--- config.mk ---
export PLATFORM = sky130hd
export DESIGN_NAME = ocp_ctrl
export DESIGN_NICKNAME = d
export VERILOG_FILES = /design/src/hdl/ocp_pkg.sv /design/src/hdl/ocp_ctrl.sv
export SDC_FILE = /design/constraint.sdc
export NUM_CORES = 1
export LEC_CHECK = 0
export BUFFER_PORTS_ARGS = -buffer_cell sky130_fd_sc_hd__buf_4
export CAP_MARGIN = 20
export CORE_UTILIZATION = 32
export DETAILED_ROUTE_END_ITERATION = 10
export GPL_ROUTABILITY_DRIVEN = 0
export PLACE_DENSITY_LB_ADDON = 0.15
export SYNTH_ARGS = -nofsm -noshare
export SYNTH_HDL_FRONTEND = slang
export SYNTH_SLANG_ARGS = --single-unit
export TNS_END_PERCENT = 10
--- constraint.sdc ---
create_clock -name sys_clk_i -period 3.25 [get_ports sys_clk_i]
set_input_delay 0.975 -clock sys_clk_i [delete_from_list [all_inputs] [get_ports sys_clk_i]]
set_output_delay 0.975 -clock sys_clk_i [all_outputs]
set_load 0.01 [all_outputs]
--- src/hdl/ocp_pkg.sv ---
// Package with register map, field layout and timing constants of the over-current protection control block.
package ocp_pkg;

    // ----------------------------------------------------------------
    // Register map
    // ----------------------------------------------------------------
    localparam logic [2:0] OCP_ADDR_MODE = 3'h0;    // Protection mode control.
    localparam logic [2:0] OCP_ADDR_GAIN = 3'h1;    // Gain and filter control.
    localparam logic [2:0] OCP_ADDR_THR = 3'h2;     // Threshold code.
    localparam logic [2:0] OCP_ADDR_ATRIM = 3'h3;   // Amplifier offset trim.
    localparam logic [2:0] OCP_ADDR_CTRIM = 3'h4;   // Comparator offset trim.
    localparam logic [2:0] OCP_ADDR_MISC = 3'h5;    // Miscellaneous sense control.
    localparam logic [2:0] OCP_ADDR_IRQ = 3'h6;     // Interrupt flag and enable.

    // ----------------------------------------------------------------
    // Field positions
    // ----------------------------------------------------------------
    localparam int OCP_MODE_LSB = 6;        // Mode field occupies bits 7:6.
    localparam int OCP_STAT_BIT = 7;        // Protection output status bit.
    localparam int OCP_GAIN_LSB = 3;        // Gain code occupies bits 5:3.
    localparam int OCP_FLT_LSB = 0;         // Filter code occupies bits 2:0.
    localparam int OCP_ATRIM_MODE_BIT = 7;  // Amplifier trim mode.
    localparam int OCP_ATRIM_REF_BIT = 6;   // Amplifier trim reference select.
    localparam int OCP_CRB_BIT = 7;         // Calibration readback.
    localparam int OCP_CTRIM_MODE_BIT = 6;  // Comparator trim mode.
    localparam int OCP_CTRIM_REF_BIT = 5;   // Comparator trim reference select.
    localparam int OCP_DACREF_BIT = 6;      // DAC reference source select.
    localparam int OCP_IRQF_BIT = 4;        // Interrupt request flag.
    localparam int OCP_IRQE_BIT = 1;        // Interrupt enable.

    // ----------------------------------------------------------------
    // Reset values and mode codes
    // ----------------------------------------------------------------
    localparam logic [7:0] OCP_RST_BYTE = 8'h00;    // All registers reset to zero.
    localparam logic [1:0] OCP_MODE_OFF = 2'h0;     // Protection disabled.
    localparam logic [1:0] OCP_MODE_NINV = 2'h1;    // Non-inverting amplifier.
    localparam logic [1:0] OCP_MODE_INV = 2'h2;     // Inverting amplifier.
    localparam logic [1:0] OCP_MODE_CAL = 2'h3;     // Zero-volt input calibration.
    localparam logic [2:0] OCP_GAIN_UNITY = 3'h0;   // Gain code giving unity buffer.
    localparam logic [2:0] OCP_FLT_NONE = 3'h0;     // Filter bypass code.

    // ----------------------------------------------------------------
    // Filter timing
    // ----------------------------------------------------------------
    localparam int OCP_FLT_DIV = 4;         // Filter tick is crystal clock over four.
    localparam logic [1:0] OCP_DIV_LAST = 2'(OCP_FLT_DIV - 1);  // Last divider count.

endpackage : ocp_pkg

--- src/hdl/ocp_ctrl.sv ---
// Over-current protection control: registers, mode switches, debounce filter and status.
//
// Implementation choices: the strobed register port and the register offsets.
`timescale 1ns/100ps
`default_nettype none
// Contract
// - Mode 00 disables, closes S1 S3.
// - Mode 01 non-inverting, closes S0 S3.
// - Mode 10 inverting, closes S1 S2.
// - Mode 11 calibration, closes S1 S3.
// - Disabled powers analog off, comparator low.
// - Gain code selects amplifier gain step.
// - Non-inverting with gain 000 opens S2 S3.
// - Comparator high means sense exceeds threshold.
// - Filter code sets debounce length.
// - Filter ticks at crystal clock over four.
// - Protection output blocks PWM, raises interrupt.
// - Protection output readable at gain register bit 7.
// - Threshold code drives the DAC.
// - DAC reference bit picks supply or internal.
// - Amplifier trim mode bit and 6-bit trim.
// - Reference select bits pick trim input.
// - Comparator trim mode bit and 5-bit trim.
// - Readback shows amplifier or comparator output.
// - Mode register low bits read zero.
// - Event sets flag bit 4, enable bit 1.
module ocp_ctrl
(
    // Clock and reset.
    input wire logic sys_clk_i,
    input wire logic sys_rst_i,
    // Register port.
    input wire logic [2:0] reg_addr_i,
    input wire logic [7:0] reg_wdata_i,
    input wire logic reg_wr_i,
    input wire logic reg_rd_i,
    output logic [7:0] reg_rdata_o,
    // Analog feedback.
    input wire logic raw_cmp_result_i,
    input wire logic amp_out_status_i,
    // Analog controls.
    output logic [3:0] mode_switch_o,
    output logic analog_enable_o,
    output logic [2:0] amp_gain_code_o,
    output logic amp_inverting_o,
    output logic [7:0] threshold_code_o,
    output logic dac_ref_source_sel_o,
    output logic amp_trim_mode_o,
    output logic amp_trim_ref_sel_o,
    output logic [5:0] amp_trim_value_o,
    output logic cmp_trim_mode_o,
    output logic cmp_trim_ref_sel_o,
    output logic [4:0] cmp_trim_value_o,
    // Protection results.
    output logic protect_out_o,
    output logic pwm_block_o,
    output logic protect_irq_o
);
    import ocp_pkg::*;

    // ----------------------------------------------------------------
    // State
    // ----------------------------------------------------------------
    typedef struct packed
    {
        logic [1:0] mode;           // Protection mode field.
        logic [2:0] gain;           // Amplifier gain code.
        logic [2:0] flt;            // Debounce select.
        logic [7:0] thr;            // Threshold code.
        logic [7:0] atrim;          // Amplifier trim register.
        logic [6:0] ctrim;          // Comparator trim register, writable bits.
        logic dacref;               // DAC reference source.
        logic irq_flag;             // Sticky interrupt request.
        logic irq_en;               // Interrupt enable.
        logic [1:0] cmp_sync;       // Comparator synchronizer.
        logic [1:0] amp_sync;       // Amplifier status synchronizer.
        logic [1:0] div;            // Filter tick divider.
        logic [7:0] cnt;            // Debounce count.
        logic prot;                 // Filtered protection output.
        logic prot_prev;            // Previous output for edge detect.
        logic [3:0] sw;             // Switch drive.
        logic en;                   // Analog enable.
        logic inv;                  // Inverting amplifier selected.
        logic [7:0] rdata;          // Read data.
    } ocp_state_t;

    ocp_state_t st_q;   // Registered state.
    ocp_state_t st_d;   // Next state.

    // ----------------------------------------------------------------
    // Switch sets
    // ----------------------------------------------------------------
    // Switch drive is {S3, S2, S1, S0}; a one closes the switch.
    localparam logic [3:0] OCP_SW_S1_S3 = 4'ha;  // Off and calibration set.
    localparam logic [3:0] OCP_SW_S0_S3 = 4'h9;  // Non-inverting set.
    localparam logic [3:0] OCP_SW_S0 = 4'h1;     // Unity buffer: S2 and S3 open.
    localparam logic [3:0] OCP_SW_S1_S2 = 4'h6;  // Inverting set.

    // Number of filter ticks a level must stand; code 000 gives zero.
    function automatic logic [7:0] ocp_flt_len(input logic [2:0] code);
        ocp_flt_len = 8'((9'h1 << code) - 9'h1);
    endfunction : ocp_flt_len

    // Switch drive S3..S0 for a mode and gain code.
    function automatic logic [3:0] ocp_switches(input logic [1:0] m, input logic [2:0] g);
        logic [3:0] s;
        s = 4'h0;
        case (m)
            // Off: the stage sits idle on S1 and S3.
            OCP_MODE_OFF:
            begin
                s = OCP_SW_S1_S3;
            end
            // Non-inverting: the sense input feeds the positive input.
            OCP_MODE_NINV:
            begin
                s = OCP_SW_S0_S3;
                // Gain code 000 turns the stage into a plain buffer.
                if (g == OCP_GAIN_UNITY)
                begin
                    s = OCP_SW_S0;
                end
            end
            // Inverting: the sense input feeds the negative input.
            OCP_MODE_INV:
            begin
                s = OCP_SW_S1_S2;
            end
            // Calibration: zero-volt input, same set as off.
            default:
            begin
                s = OCP_SW_S1_S3;
            end
        endcase
        ocp_switches = s;
    endfunction : ocp_switches

    // ----------------------------------------------------------------
    // Next-state logic
    // ----------------------------------------------------------------
    // Register writes, synchronizers, debounce filter and read mux.
    always_comb
    begin
        logic cmp_s;
        logic stable;
        logic event_set;
        logic readback;
        cmp_s = 1'b0;
        stable = 1'b0;
        event_set = 1'b0;
        readback = 1'b0;
        // Every field holds unless a branch below changes it.
        st_d = st_q;

        // Two-flop synchronizers; only the second stage is read downstream.
        st_d.cmp_sync = {st_q.cmp_sync[0], raw_cmp_result_i};
        st_d.amp_sync = {st_q.amp_sync[0], amp_out_status_i};

        // Comparator is forced low while disabled; high means over-current.
        cmp_s = st_q.cmp_sync[1] & (st_q.mode != OCP_MODE_OFF);

        // Filter tick divider.
        st_d.div = st_q.div + 2'h1;

        // Debounce: count ticks while input differs from output.
        if (st_q.mode == OCP_MODE_OFF)
        begin
            // Disabled: hold the filter cleared and the output low.
            st_d.cnt = 8'h00;
            st_d.prot = 1'b0;
            st_d.div = 2'h0;
        end
        // Input agrees with the output: restart the count.
        else if (cmp_s == st_q.prot)
        begin
            st_d.cnt = 8'h00;
        end
        // Filter bypassed: follow the input on the next edge.
        else if (st_q.flt == OCP_FLT_NONE)
        begin
            st_d.prot = cmp_s;
        end
        // Count once per filter tick while the new level holds.
        else if (st_q.div == OCP_DIV_LAST)
        begin
            // The count plus this tick against the selected length.
            stable = (st_q.cnt + 8'h01) >= ocp_flt_len(st_q.flt);
            if (stable)
            begin
                st_d.prot = cmp_s;
                st_d.cnt = 8'h00;
            end
            else
            begin
                // Not long enough yet: count this tick.
                st_d.cnt = st_q.cnt + 8'h01;
            end
        end
        // Remember the output for the edge detector.
        st_d.prot_prev = st_q.prot;

        // Rising protection output sets the sticky flag.
        event_set = st_q.prot & ~st_q.prot_prev;

        // Register writes.
        if (reg_wr_i)
        begin
            case (reg_addr_i)
                // Mode field; the low bits do not exist.
                OCP_ADDR_MODE:
                begin
                    st_d.mode = reg_wdata_i[OCP_MODE_LSB +: 2];
                end
                // Gain and filter codes; the status bit is read-only.
                OCP_ADDR_GAIN:
                begin
                    st_d.gain = reg_wdata_i[OCP_GAIN_LSB +: 3];
                    st_d.flt = reg_wdata_i[OCP_FLT_LSB +: 3];
                end
                // Threshold code for the DAC.
                OCP_ADDR_THR:
                begin
                    st_d.thr = reg_wdata_i;
                end
                // Amplifier trim mode, reference and value.
                OCP_ADDR_ATRIM:
                begin
                    st_d.atrim = reg_wdata_i;
                end
                // Comparator trim; the readback bit is read-only.
                OCP_ADDR_CTRIM:
                begin
                    st_d.ctrim = reg_wdata_i[6:0];
                end
                // DAC reference source.
                OCP_ADDR_MISC:
                begin
                    st_d.dacref = reg_wdata_i[OCP_DACREF_BIT];
                end
                // Interrupt enable and flag; writing zero clears the flag.
                OCP_ADDR_IRQ:
                begin
                    st_d.irq_en = reg_wdata_i[OCP_IRQE_BIT];
                    st_d.irq_flag = reg_wdata_i[OCP_IRQF_BIT];
                end
                // Unmapped index: the write is dropped.
                default:
                begin
                    st_d.mode = st_q.mode;
                end
            endcase
        end
        // Hardware set wins over a software clear in the same cycle.
        if (event_set)
        begin
            st_d.irq_flag = 1'b1;
        end

        // Calibration readback from the selected source.
        // With neither trim mode set the bit reads zero.
        if (st_q.atrim[OCP_ATRIM_MODE_BIT])
        begin
            readback = st_q.amp_sync[1];
        end
        else if (st_q.ctrim[OCP_CTRIM_MODE_BIT])
        begin
            readback = st_q.cmp_sync[1];
        end

        // Read data, valid the cycle after the strobe only.
        st_d.rdata = OCP_RST_BYTE;
        if (reg_rd_i)
        begin
            case (reg_addr_i)
                // Mode field in the top bits; the rest reads zero.
                OCP_ADDR_MODE:
                begin
                    st_d.rdata[OCP_MODE_LSB +: 2] = st_q.mode;
                end
                // Status, gain and filter codes; bit 6 reads zero.
                OCP_ADDR_GAIN:
                begin
                    st_d.rdata[OCP_STAT_BIT] = st_q.prot;
                    st_d.rdata[OCP_GAIN_LSB +: 3] = st_q.gain;
                    st_d.rdata[OCP_FLT_LSB +: 3] = st_q.flt;
                end
                // Threshold code.
                OCP_ADDR_THR:
                begin
                    st_d.rdata = st_q.thr;
                end
                // Amplifier trim register.
                OCP_ADDR_ATRIM:
                begin
                    st_d.rdata = st_q.atrim;
                end
                // Comparator trim with the readback bit on top.
                OCP_ADDR_CTRIM:
                begin
                    st_d.rdata[6:0] = st_q.ctrim;
                    st_d.rdata[OCP_CRB_BIT] = readback;
                end
                // DAC reference source only.
                OCP_ADDR_MISC:
                begin
                    st_d.rdata[OCP_DACREF_BIT] = st_q.dacref;
                end
                // Interrupt flag and enable.
                OCP_ADDR_IRQ:
                begin
                    st_d.rdata[OCP_IRQF_BIT] = st_q.irq_flag;
                    st_d.rdata[OCP_IRQE_BIT] = st_q.irq_en;
                end
                // Unmapped index reads zero.
                default:
                begin
                    st_d.rdata = OCP_RST_BYTE;
                end
            endcase
        end

        // Registered analog controls.
        st_d.sw = ocp_switches(st_d.mode, st_d.gain);
        st_d.en = (st_d.mode != OCP_MODE_OFF);
        st_d.inv = (st_d.mode == OCP_MODE_INV);
    end

    // ----------------------------------------------------------------
    // State register
    // ----------------------------------------------------------------
    // Synchronous reset to the power-on values.
    // The switches rest in the off set, not at zero.
    always_ff @(posedge sys_clk_i)
    begin
        if (sys_rst_i)
        begin
            // Clear every field, then load the switch rest set.
            st_q <= '0;
            st_q.sw <= OCP_SW_S1_S3;
        end
        else
        begin
            // Take the next state on every edge.
            st_q <= st_d;
        end
    end

    // ----------------------------------------------------------------
    // Outputs
    // ----------------------------------------------------------------
    // All outputs are flip-flop fields of the state.
    assign reg_rdata_o = st_q.rdata;
    assign mode_switch_o = st_q.sw;
    assign analog_enable_o = st_q.en;
    assign amp_gain_code_o = st_q.gain;
    // The inverting flag is its own flop so no gate sits on the pin.
    assign amp_inverting_o = st_q.inv;
    assign threshold_code_o = st_q.thr;
    assign dac_ref_source_sel_o = st_q.dacref;
    assign amp_trim_mode_o = st_q.atrim[OCP_ATRIM_MODE_BIT];
    assign amp_trim_ref_sel_o = st_q.atrim[OCP_ATRIM_REF_BIT];
    assign amp_trim_value_o = st_q.atrim[5:0];
    assign cmp_trim_mode_o = st_q.ctrim[OCP_CTRIM_MODE_BIT];
    assign cmp_trim_ref_sel_o = st_q.ctrim[OCP_CTRIM_REF_BIT];
    assign cmp_trim_value_o = st_q.ctrim[4:0];
    assign protect_out_o = st_q.prot;
    assign pwm_block_o = st_q.prot;
    assign protect_irq_o = st_q.irq_flag;

endmodule : ocp_ctrl
`default_nettype wire

==> flow_metrics.tcl, run 1 <==
set metrics [dict create \
    synth-xor-area-share_pct 2.206 \
    synth_top_cell_area_share_pct 39.70 \
    hpwlAfterDp_mm 5.521 \
    synth_top_family_by_area "simple AND/OR/NAND/NOR gates" \
    leakage_nw 1.450 \
    synth_compound_area_share_pct 11.30 \
    syn_area_um2 3177 \
    drc 0 \
    yosys.area_share.simple_pct 21.47 \
    async_reset_ff_share_pct 0 \
    critPathLaunchType "register" \
    synthDistinctLibCells 44 \
    ys_seq_area_share_pct 39.70 \
    cts_made_buffers 9 \
    layout.nets 409 \
    clock_power_share_pct 39.6 \
    drtIter0Drc 99 \
    tightest_slew_ps 484.3 \
    ys.flop_type "dfxtp_1" \
    cts_tree "done" \
    start_util_pct 33.74 \
    synth.area.top_cells "dfxtp_1 (40%), buf_4 (8.5%), mux2i_1 (7.9%)" \
    critPathLaunch "st_q[18]" \
    clk_pin_slew_worst_paths_ps 60 \
    clock_latency_ps 340 \
    peakVddDrop_mv 0.1821 \
    syn2layout_area_growth_pct 14.73 \
    ys_warn_count 0 \
    tns_ps 0 \
    dr.pass1.iters 4 \
    slew_headroom_pct 66.79 \
    cts_buffer_depth 2 \
    critPathCapture "st_q[17]" \
    routedWlPerCell_um 14.64 \
    htree_levels 3 \
    overflow 0 \
    worstHoldPathType "register to register" \
    stdcell_area_um2 3645 \
    synth_mux_area_share_pct 10.36 \
    synthAdderAreaFrac_pct 3.939 \
    reg2reg_depth 10 \
    slew_viol_final 0 \
    synth_edf_count 0 \
    yosysTopAreaCell "dfxtp_1" \
    crit_type "register to register" \
    cp.required_ps 3510 \
    seqPwrFrac_pct 51.7 \
    vias 2444 \
    core_um2 9415 \
    postCtsSetupRepairBufs 0 \
    final_core_util_pct 38.71 \
    reg2reg_to "st_q[17]" \
    p_int_mw 1.160 \
    ys_ff_latch 63 \
    status "finished clean" \
    pwr-share-comb_pct 8.6 \
    grt_max_degree 26 \
    worstPathMaxFanout 9 \
    hold_viol_final 0 \
    finalSetupViolCount 0 \
    ant_nets 0 \
    fin_skew_ps 6.496 \
    port-buffer-count 60 \
    place_ws_ps 773.4 \
    synth_nets 386 \
    maxCapViolations 0 \
    synth_cells 359 \
    power_density_nw_per_um2 422.9 \
    ctsResizeCount 0 \
    fp.dieH_um 101.6 \
    pin_count 61 \
    finalCritPeriodShare_pct 75.58 \
    grt_pass1_vias 2274 \
    wirelength_mm 7.555 \
    post_dp_cell_area_um2 3468 \
    syn_avg_cell_area_um2 8.849 \
    die_w_um 101.6 \
    clockRootBuffer "clkbuf_8" \
    rows 35 \
    fmax_ghz 0.4071 \
    crit_path_end_kind "register" \
    swShare_pct 24.73 \
    viasPerCell 4.736 \
    die_area_um2 10330 \
    rr_startpoint "st_q[18]" \
    clock_sinks 63 \
    grt_usage_pct 15.43 \
    grt_pass1_wl_mm 11.87 \
    fin_crit_ps 2456 \
    cts_hold_buf 0 \
    drive_above_1_share_pct 24.03 \
    fin_ws_ps 793.6 \
    rsz0062_at_grt "no" \
    antenna_found_initial 0 \
    diodes 0 \
    r2r_slack_ps 790 \
    power.total_mw 1.541 \
    arrival_ps 2720 \
    p_sw_uw 381.2 \
]
layout by cell type, fill, tap and decap left out, types with 2 or more instances in the layout:
| cell | count |
|---|---|
| a211oi_1 | 2 |
| a21oi_1 | 31 |
| a22oi_1 | 6 |
| and2_1 | 6 |
| and3_1 | 4 |
| buf_4 | 62 |
| clkbuf_1 | 2 |
| clkbuf_8 | 11 |
| clkinv_2 | 2 |
| dfxtp_1 | 63 |
| ha_1 | 10 |
| inv_1 | 3 |
| mux2_2 | 5 |
| mux2i_1 | 25 |
| nand2_1 | 49 |
| nand2b_1 | 6 |
| nand2b_4 | 3 |
| nand3_1 | 14 |
| nor2_1 | 32 |
| nor2b_1 | 10 |
| nor3_1 | 2 |
| o21ai_0 | 6 |
| o22a_1 | 3 |
| o22ai_1 | 3 |
| xnor2_1 | 4 |
| xor2_1 | 4 |
worst min-delay path by stage:
stage | startpoint | end | slack (ps) | depth (start not counted)
after floorplan | st_q[24] | st_q[24] | 410 | 1
after global placement | st_q[24] | st_q[24] | 420 | 1
after detailed placement | st_d[29] | st_q[29] | 430 | 1
after CTS | st_q[24] | st_q[24] | 440 | 1
after global routing | st_d[29] | st_q[29] | 450 | 1
final | st_q[24] | st_q[24] | 430 | 1
state kept, by name, indices dropped and copies added (netlist names), 2 cells and up:
name,cells
st_q,19
reg_rdata_o,8
threshold_code_o,8
amp_trim_value_o,6
cmp_trim_value_o,5
amp_gain_code_o,3
mode_switch_o,3
st_d,2
stage by stage:
step	cells	hold slack, ps
floorplan	359	408.4
global placement	500	423.8
detailed placement	500	426.3
CTS	516	437.4
global route	516	452.6
finish	516	434.4
synthesized netlist by cell type (2+ instances only):
library cell  instances
a21oi_1              31
mux2_2                5
o21ai_0               6
buf_2                 4
nand3_1              14
xnor2_1               4
nor2b_1              10
and3_1                4
ha_1                 10
buf_4                36
nor3_1                2
nand2_1              49
dfxtp_1              63
mux2i_1              25
xor2_1                4
clkbuf_1              9
nand2b_1              6
and2_1                6
a22oi_1               6
o22a_1                3
nor2_1               32
o22ai_1               3
inv_1                 3
nand2b_4              3
a211oi_1              2
per-layer routing:
layer / up-vias / wire, µm / track usage [%] / part of all wire (%)
li1: 1234 / - / - / -
met1: 1142 / 3554 / 20.19 / 47
met2: 61 / 3512 / 23.54 / 46
met3: 7 / 434 / 5.521 / 5.7
met4: 0 / 53 / 5.017 / 0.70
met5: - / 0 / 0 / 0
power by group through the flow:
stage | Combinational [mW] | Clock, mW | Sequential, mW
after floorplan | 0.0897 | 0 | 0.811
after global placement | 0.134 | 0 | 0.815
after detailed placement | 0.134 | 0 | 0.814
after CTS | 0.135 | 0.634 | 0.797
after global routing | 0.145 | 0.675 | 0.798
final | 0.133 | 0.611 | 0.797
logic make-up (layout without fill, tap and decap cells):
kind of cell,after synthesis,count (layout)
and+or+nand+nor,135,135
DFF,63,63
AOI/OAI and AO/OA,58,58
buffers and inverters,53,81
muxes,31,31
adders and majority gates,10,10
xor gates and xnor gates,8,8
other,1,1
worst max-delay path, stage by stage, from the launching register on:
cell	delay (ps)
dfxtp_1	410
and3_1	210
and3_1	180
and3_1	170
xor2_1	200
ha_1	290
a21oi_1	120
o21ai_0	200
a21oi_4	330
nand3_1	120
a21oi_1	160
final cells by class:
| cell class | count | area [µm²] |
|---|---|---|
| Clock inverter | 3 | 17.52 |
| Timing Repair Buffer | 62 | 465.4 |
| Clock buffer | 13 | 158.9 |
| Multi-Input combinational cell | 243 | 1569 |
| Inverter | 3 | 11.26 |
| Tap cell | 129 | 161.4 |
| Fill cell | 984 | 5771 |
| Sequential cell | 63 | 1261 |
No activity file was read; power rests on OpenSTA's default activity.
==> inputs of run 2 (changes only) <==
==> constraint.sdc (replaced) <==
create_clock -name sys_clk_i -period 2 [get_ports sys_clk_i]
set_input_delay 0.6 -clock sys_clk_i [delete_from_list [all_inputs] [get_ports sys_clk_i]]
set_output_delay 0.6 -clock sys_clk_i [all_outputs]
set_load 0.01 [all_outputs]
==> run 2 against run 1 <==
  * The run now ends with negative setup slack left
  * Critical path depth is the same
  * Non-clock buffer count grew 33
  * Highest routed layer unchanged
  * Register-to-register slack lost 980 ps
  * Final area grew 9.8%
  * Sequential cell count is the same
  * Die area is the same
  * Largest power group unchanged
  * Combinational power grew 85%
  * Largest cell class unchanged
  * Clock power grew 85%
  * Sequential power grew 62%
  * Global-route usage grew 1.3 points
  * Power grew 73%
  * Hold slack gained 2.3 ps
==> flow_metrics.tcl, run 2 (same netlist as run 1, synthesis figures left out) <==
set metrics [dict create \
    antenna_found_initial 0 \
    viasPerCell 4.696 \
    diodes 0 \
    stdcell_area_um2 4003 \
    regArea_um2 1266 \
    hold_ws_ps 436.7 \
    leakage_nw 1.642 \
    clock_sinks 63 \
    fp.dieH_um 101.6 \
    hpwlAfterDp_mm 5.835 \
    clk_pin_slew_worst_paths_ps 70 \
    vias 2578 \
    hold_viol_final 0 \
    ant_nets 0 \
    worstPathMaxFanout 5 \
    grt_usage_pct 16.75 \
    arrival_ps 2450 \
    die_w_um 101.6 \
    clock_latency_ps 340 \
    largest_register "st_q" \
    grt_pass1_wl_mm 12.91 \
    cp.required_ps 2270 \
    fin_skew_ps 8.663 \
    cts_made_buffers 9 \
    power_density_nw_per_um2 667.2 \
    cts_tree "done" \
    worstHoldPathType "register to register" \
    syn2layout_area_growth_pct 25.99 \
    cts_buffer_depth 2 \
    grt_pass1_vias 2489 \
    wirelength_mm 8.000 \
    pin_count 61 \
    peakVddDrop_mv 0.3137 \
    critPathCapture "protect_out_o" \
    fill_cells 957 \
    port-buffer-count 60 \
    final_core_util_pct 42.51 \
    routedWlPerCell_um 14.57 \
    r2r_slack_ps -180 \
    drive_above_1_share_pct 34.05 \
    htree_levels 3 \
    drtIter0Drc 73 \
    grt_max_degree 30 \
    fin_crit_ps 2183 \
    finalSetupViolCount 9 \
    final_common_cell "buf_4" \
    critPathLaunch "st_q[18]" \
    status "complete, but fails checks" \
    reg2reg_to "protect_out_o" \
    die_area_um2 10330 \
    crit_type "register to register" \
    finalCritPeriodShare_pct 109.1 \
    crit_path_end_kind "register" \
    layout.nets 443 \
    clockRootBuffer "clkbuf_8" \
    overflow 0 \
    fmax_ghz 0.4581 \
    critPathLaunchType "register" \
    dr.pass1.iters 4 \
    dp_cells 531 \
    core_um2 9415 \
    reg2reg_depth 10 \
    post_dp_cell_area_um2 3717 \
    drc 0 \
    multi_input_area_um2 1654 \
    largest_reg_flops 19 \
    maxCapViolations 0 \
    fin_ws_ps -183.0 \
    rr_startpoint "st_q[18]" \
    slew_viol_final 0 \
    rsz0062_at_grt "yes" \
    hold_depth 1 \
    layout_common_cells "buf_4 (95), dfxtp_1 (59), nand2_1 (49)" \
    violations "negative setup slack" \
    tns_ps -1089 \
    rows 35 \
    final_cells 549 \
    start_util_pct 33.74 \
]
==> run 2: how the worst min path moves through the flow <==
| stage | to | start | slack (ps) |
|---|---|---|---|
| floorplan | st_q[24] | st_q[24] | 410 |
| global placement | st_q[24] | st_q[24] | 420 |
| detailed placement | st_q[27] | st_d[27] | 420 |
| CTS | st_q[29] | st_d[29] | 440 |
| global route | st_d[27] | amp_out_status_i | 450 |
| finish | st_q[29] | st_d[29] | 440 |
==> run 2: cell type report <==
class	count	share of cell area, %
inverters	3	0.2813
clock buffers	11	3.782
well taps	129	4.033
clock inverters	4	1.125
flip-flops and latches	63	31.63
repair buffers	95	17.82
multi-input cells	244	41.33
==> run 2: through the flow <==
stage                     setup slack, ps  power, mW
after floorplan                    -121.1      1.466
after global placement             -185.7      1.562
after detailed placement           -275.1      1.564
after CTS                          -183.0      2.706
after global routing               -303.8      2.797
final                              -183.0      2.671
==> run 2: per-layer routing <==
layer  track usage (%)  part of all wire, %
met4             8.138                  1.7
met3             3.589                  4.0
met1             22.42                   49
met5                 0                    0
met2             25.52                   46
==> run 2: what timing repair did <==
item / in CTS / in global routing
setup buffers: 2 / 0
endpoints found under the setup margin: 9 / 9
gates cloned: 1 / 0
pin swaps: 7 / 2
hold buffers: 0 / 0
resized for setup: 13 / 3
==> run 2: critical path: stages, from the launching register on <==
cell     delay (ps)
dfxtp_2         320
and3_4          170
and3_4          170
and3_4          180
xor2_2          160
ha_4            290
nand4_1         150
a21oi_4         230
a21oi_4         110
o21ai_2         140
mux2i_1         190
==> run 2: report_power, final <==
part / internal, mW / switching (mW)
clock network: 0.631 / 0.501
logic: 0.113 / 0.133
registers: 1.28 / 0.0163
total: 2.02 / 0.650
==> inputs of run 3 (changes only) <==
--- a/config.mk
+++ b/config.mk
@@ -5,6 +5,7 @@
 export SDC_FILE = /design/constraint.sdc
 export NUM_CORES = 1
 export LEC_CHECK = 0
+export ABC_AREA = 1
 export BUFFER_PORTS_ARGS = -buffer_cell sky130_fd_sc_hd__buf_4
 export CAP_MARGIN = 20
 export CORE_UTILIZATION = 32
==> run 3 against run 2 <==
  * First-iteration DRC count is 23% higher
  * Fmax is 7.0% higher
  * Worst setup slack better by 140 ps
  * The run still ends with negative setup slack left
  * Sequential power hardly changed
  * Register-to-register slack better by 140 ps
  * Sequential cell count stayed put
  * Largest cell class unchanged
  * Via count is 0.78% lower
  * Final cell count is 1.8% higher
==> flow_metrics.tcl, run 3 <==
set metrics [dict create \
    final_cells 559 \
    overflow 0 \
    hold_viol_final 0 \
    fin_crit_ps 2039 \
    layout_common_cells "buf_4 (74), dfxtp_1 (60), inv_1 (58)" \
    cts_hold_buf 0 \
    cts_buffer_depth 2 \
    ys_ff_latch 63 \
    postCtsSetupRepairBufs 0 \
    ant_nets 0 \
    place_ws_ps -128.2 \
    diodes 0 \
    syn2layout_area_growth_pct 25.35 \
    fmax_ghz 0.4904 \
    cts_tree "done" \
    finalCritPeriodShare_pct 102.0 \
    fill_cells 974 \
    critPathLaunchType "register" \
    ys_seq_area_share_pct 41.76 \
    die_area_um2 9832 \
    fp.dieH_um 99.16 \
    clock_latency_ps 340 \
    final_core_util_pct 41.17 \
    antenna_found_initial 0 \
    hold_ws_ps 404.4 \
    power_density_nw_per_um2 779.2 \
    grt_pass1_vias 2510 \
    ys_warn_count 0 \
    synth_most_common_cell "dfxtp_1" \
    final_common_cell "buf_4" \
    cts_made_buffers 9 \
    dp_cells 543 \
    finalSetupViolCount 6 \
    viasPerCell 4.576 \
    cp_slowest_cell "dfxtp_4" \
    drive_above_1_share_pct 27.68 \
    rsz0062_at_grt "yes" \
    synth_cells 399 \
    hpwlAfterDp_mm 5.493 \
    slew_viol_final 0 \
    synth.area.top_cells "dfxtp_1 (42%), buf_4 (8.7%), inv_1 (7.3%)" \
    clk_pin_slew_worst_paths_ps 70 \
    synth_compound_area_share_pct 17.27 \
    routedWlPerCell_um 13.62 \
    synth_edf_count 0 \
    status "complete, but fails checks" \
    synth_top_cell_area_share_pct 41.76 \
    arrival_ps 2310 \
    crit_buf_inv 2 \
    ys.flop_type "dfxtp_1" \
    async_reset_ff_share_pct 0 \
    syn_area_um2 3020 \
    drtIter0Drc 90 \
    cp_cell_sequence "ha_4, nand3_2, buf_4, xor2_1, inv_1, ha_1, a21oi_2, o21a_1, nand2_2, nor2_4, nand2_2, a21oi_2" \
    peakVddDrop_mv 0.3956 \
    tns_ps -58.02 \
    grt_pass1_wl_mm 12.56 \
    die_w_um 99.16 \
    wirelength_mm 7.611 \
    grt_usage_pct 16.70 \
    start_util_pct 32.84 \
    crit_type "register to register" \
    worstHoldPathType "register to register" \
    critPathLaunch "st_q[16]" \
    violations "negative setup slack" \
    core_um2 9196 \
    synth_nets 426 \
    largest_reg_flops 19 \
    rr_startpoint "st_q[16]" \
    port-buffer-count 60 \
    clockRootBuffer "clkbuf_8" \
    yosys.area_share.simple_pct 17.98 \
    htree_levels 3 \
    synthAdderAreaFrac_pct 4.143 \
    clock_sinks 63 \
    yosysTopAreaCell "dfxtp_1" \
    syn_avg_cell_area_um2 7.570 \
    cpLargestDelayFamily "simple AND/OR/NAND/NOR gates" \
    synth-xor-area-share_pct 1.740 \
    layout.nets 470 \
    pin_count 61 \
    dr.pass1.iters 7 \
    grt_max_degree 28 \
    leakage_nw 1.660 \
    synth_mux_area_share_pct 0 \
    fin_skew_ps 5.643 \
    drc 0 \
    netlist_top_cells_count "dfxtp_1 (63), inv_1 (59), nand2_1 (54)" \
    largest_register "st_q" \
    crit_path_end_kind "register" \
    fin_ws_ps -39.26 \
    synth_top_family_by_area "simple AND/OR/NAND/NOR gates" \
    vias 2558 \
    min_from "st_d[29]" \
    critPathMaxStageDelay_ps 380 \
    synthDistinctLibCells 31 \
    rows 35 \
    worstPathMaxFanout 7 \
    cp.required_ps 2270 \
    maxCapViolations 0 \
]
## run 3: changes by cell type in the layout (fill, tap and decap cells not counted), sizes merged, moves of 4 or more
| cell | before | now |
|---|---|---|
| a21oi | 33 | 43 |
| a22oi | 6 | 0 |
| and2 | 7 | 0 |
| and3 | 4 | 0 |
| buf | 95 | 74 |
| inv | 3 | 60 |
| mux2 | 5 | 0 |
| mux2i | 25 | 0 |
| nand2 | 49 | 58 |
| nand2b | 9 | 0 |
| nor2 | 33 | 46 |
| nor2b | 10 | 0 |
| o21ai | 7 | 36 |
| o22ai | 3 | 7 |
## run 3: through the flow
step / total power, mW / instance area, µm²
final: 2.950 / 3786
after global routing: 3.078 / 3786
after CTS: 2.985 / 3737
after detailed placement: 1.595 / 3427
after global placement: 1.592 / 3427
after floorplan: 1.492 / 3020
## run 3: layer usage
metal	global-route usage, %	routed length (µm)
met1	21.06	3538
met2	28.46	3739
met3	3.654	235
met4	5.430	97
met5	0	0
## run 3: path summary, 6_finish.rpt
check / endpoint / slack, ps / cells after the start
max reg2reg: st_q[17] / -40 / 12
max: st_q[17] / -40 / 12
min: st_q[29] / 400 / 2
min reg2reg: st_q[29] / 400 / 2
## run 3: timing repair
item	CTS	global route
pin swaps	9	8
endpoints found under the setup margin	8	9
resized for setup	15	11
## run 3: cells by family after synthesis
| logic type | count (synthesis) |
|---|---|
| adders and majority gates | 10 |
| other | 1 |
| xor gates and xnor gates | 6 |
| DFF | 63 |
| AOI/OAI and AO/OA | 96 |
| buffers and inverters | 101 |
| and+or+nand+nor | 122 |
## run 3: tightest hold or removal path, stage by stage (launching register included)
cell and delay [ps]:
dfxtp_1 300, inv_1 40, nor2_1 30
## run 3: power breakdown
part           total, mW  internal, mW  switching, mW
sequential          1.31          1.29         0.0216
combinational      0.259         0.106          0.153
clock               1.38         0.863          0.521
## run 3: layout make-up
class,count,area [µm²],area share (%)
Timing Repair Buffer,74,555.5,14.67
Clock buffer,11,141.4,3.734
Multi-Input combinational cell,235,1350,35.66
Sequential cell,63,1270,33.54
Clock inverter,5,105.1,2.776
Inverter,60,225.2,5.948
Tap cell,111,138.9,3.668
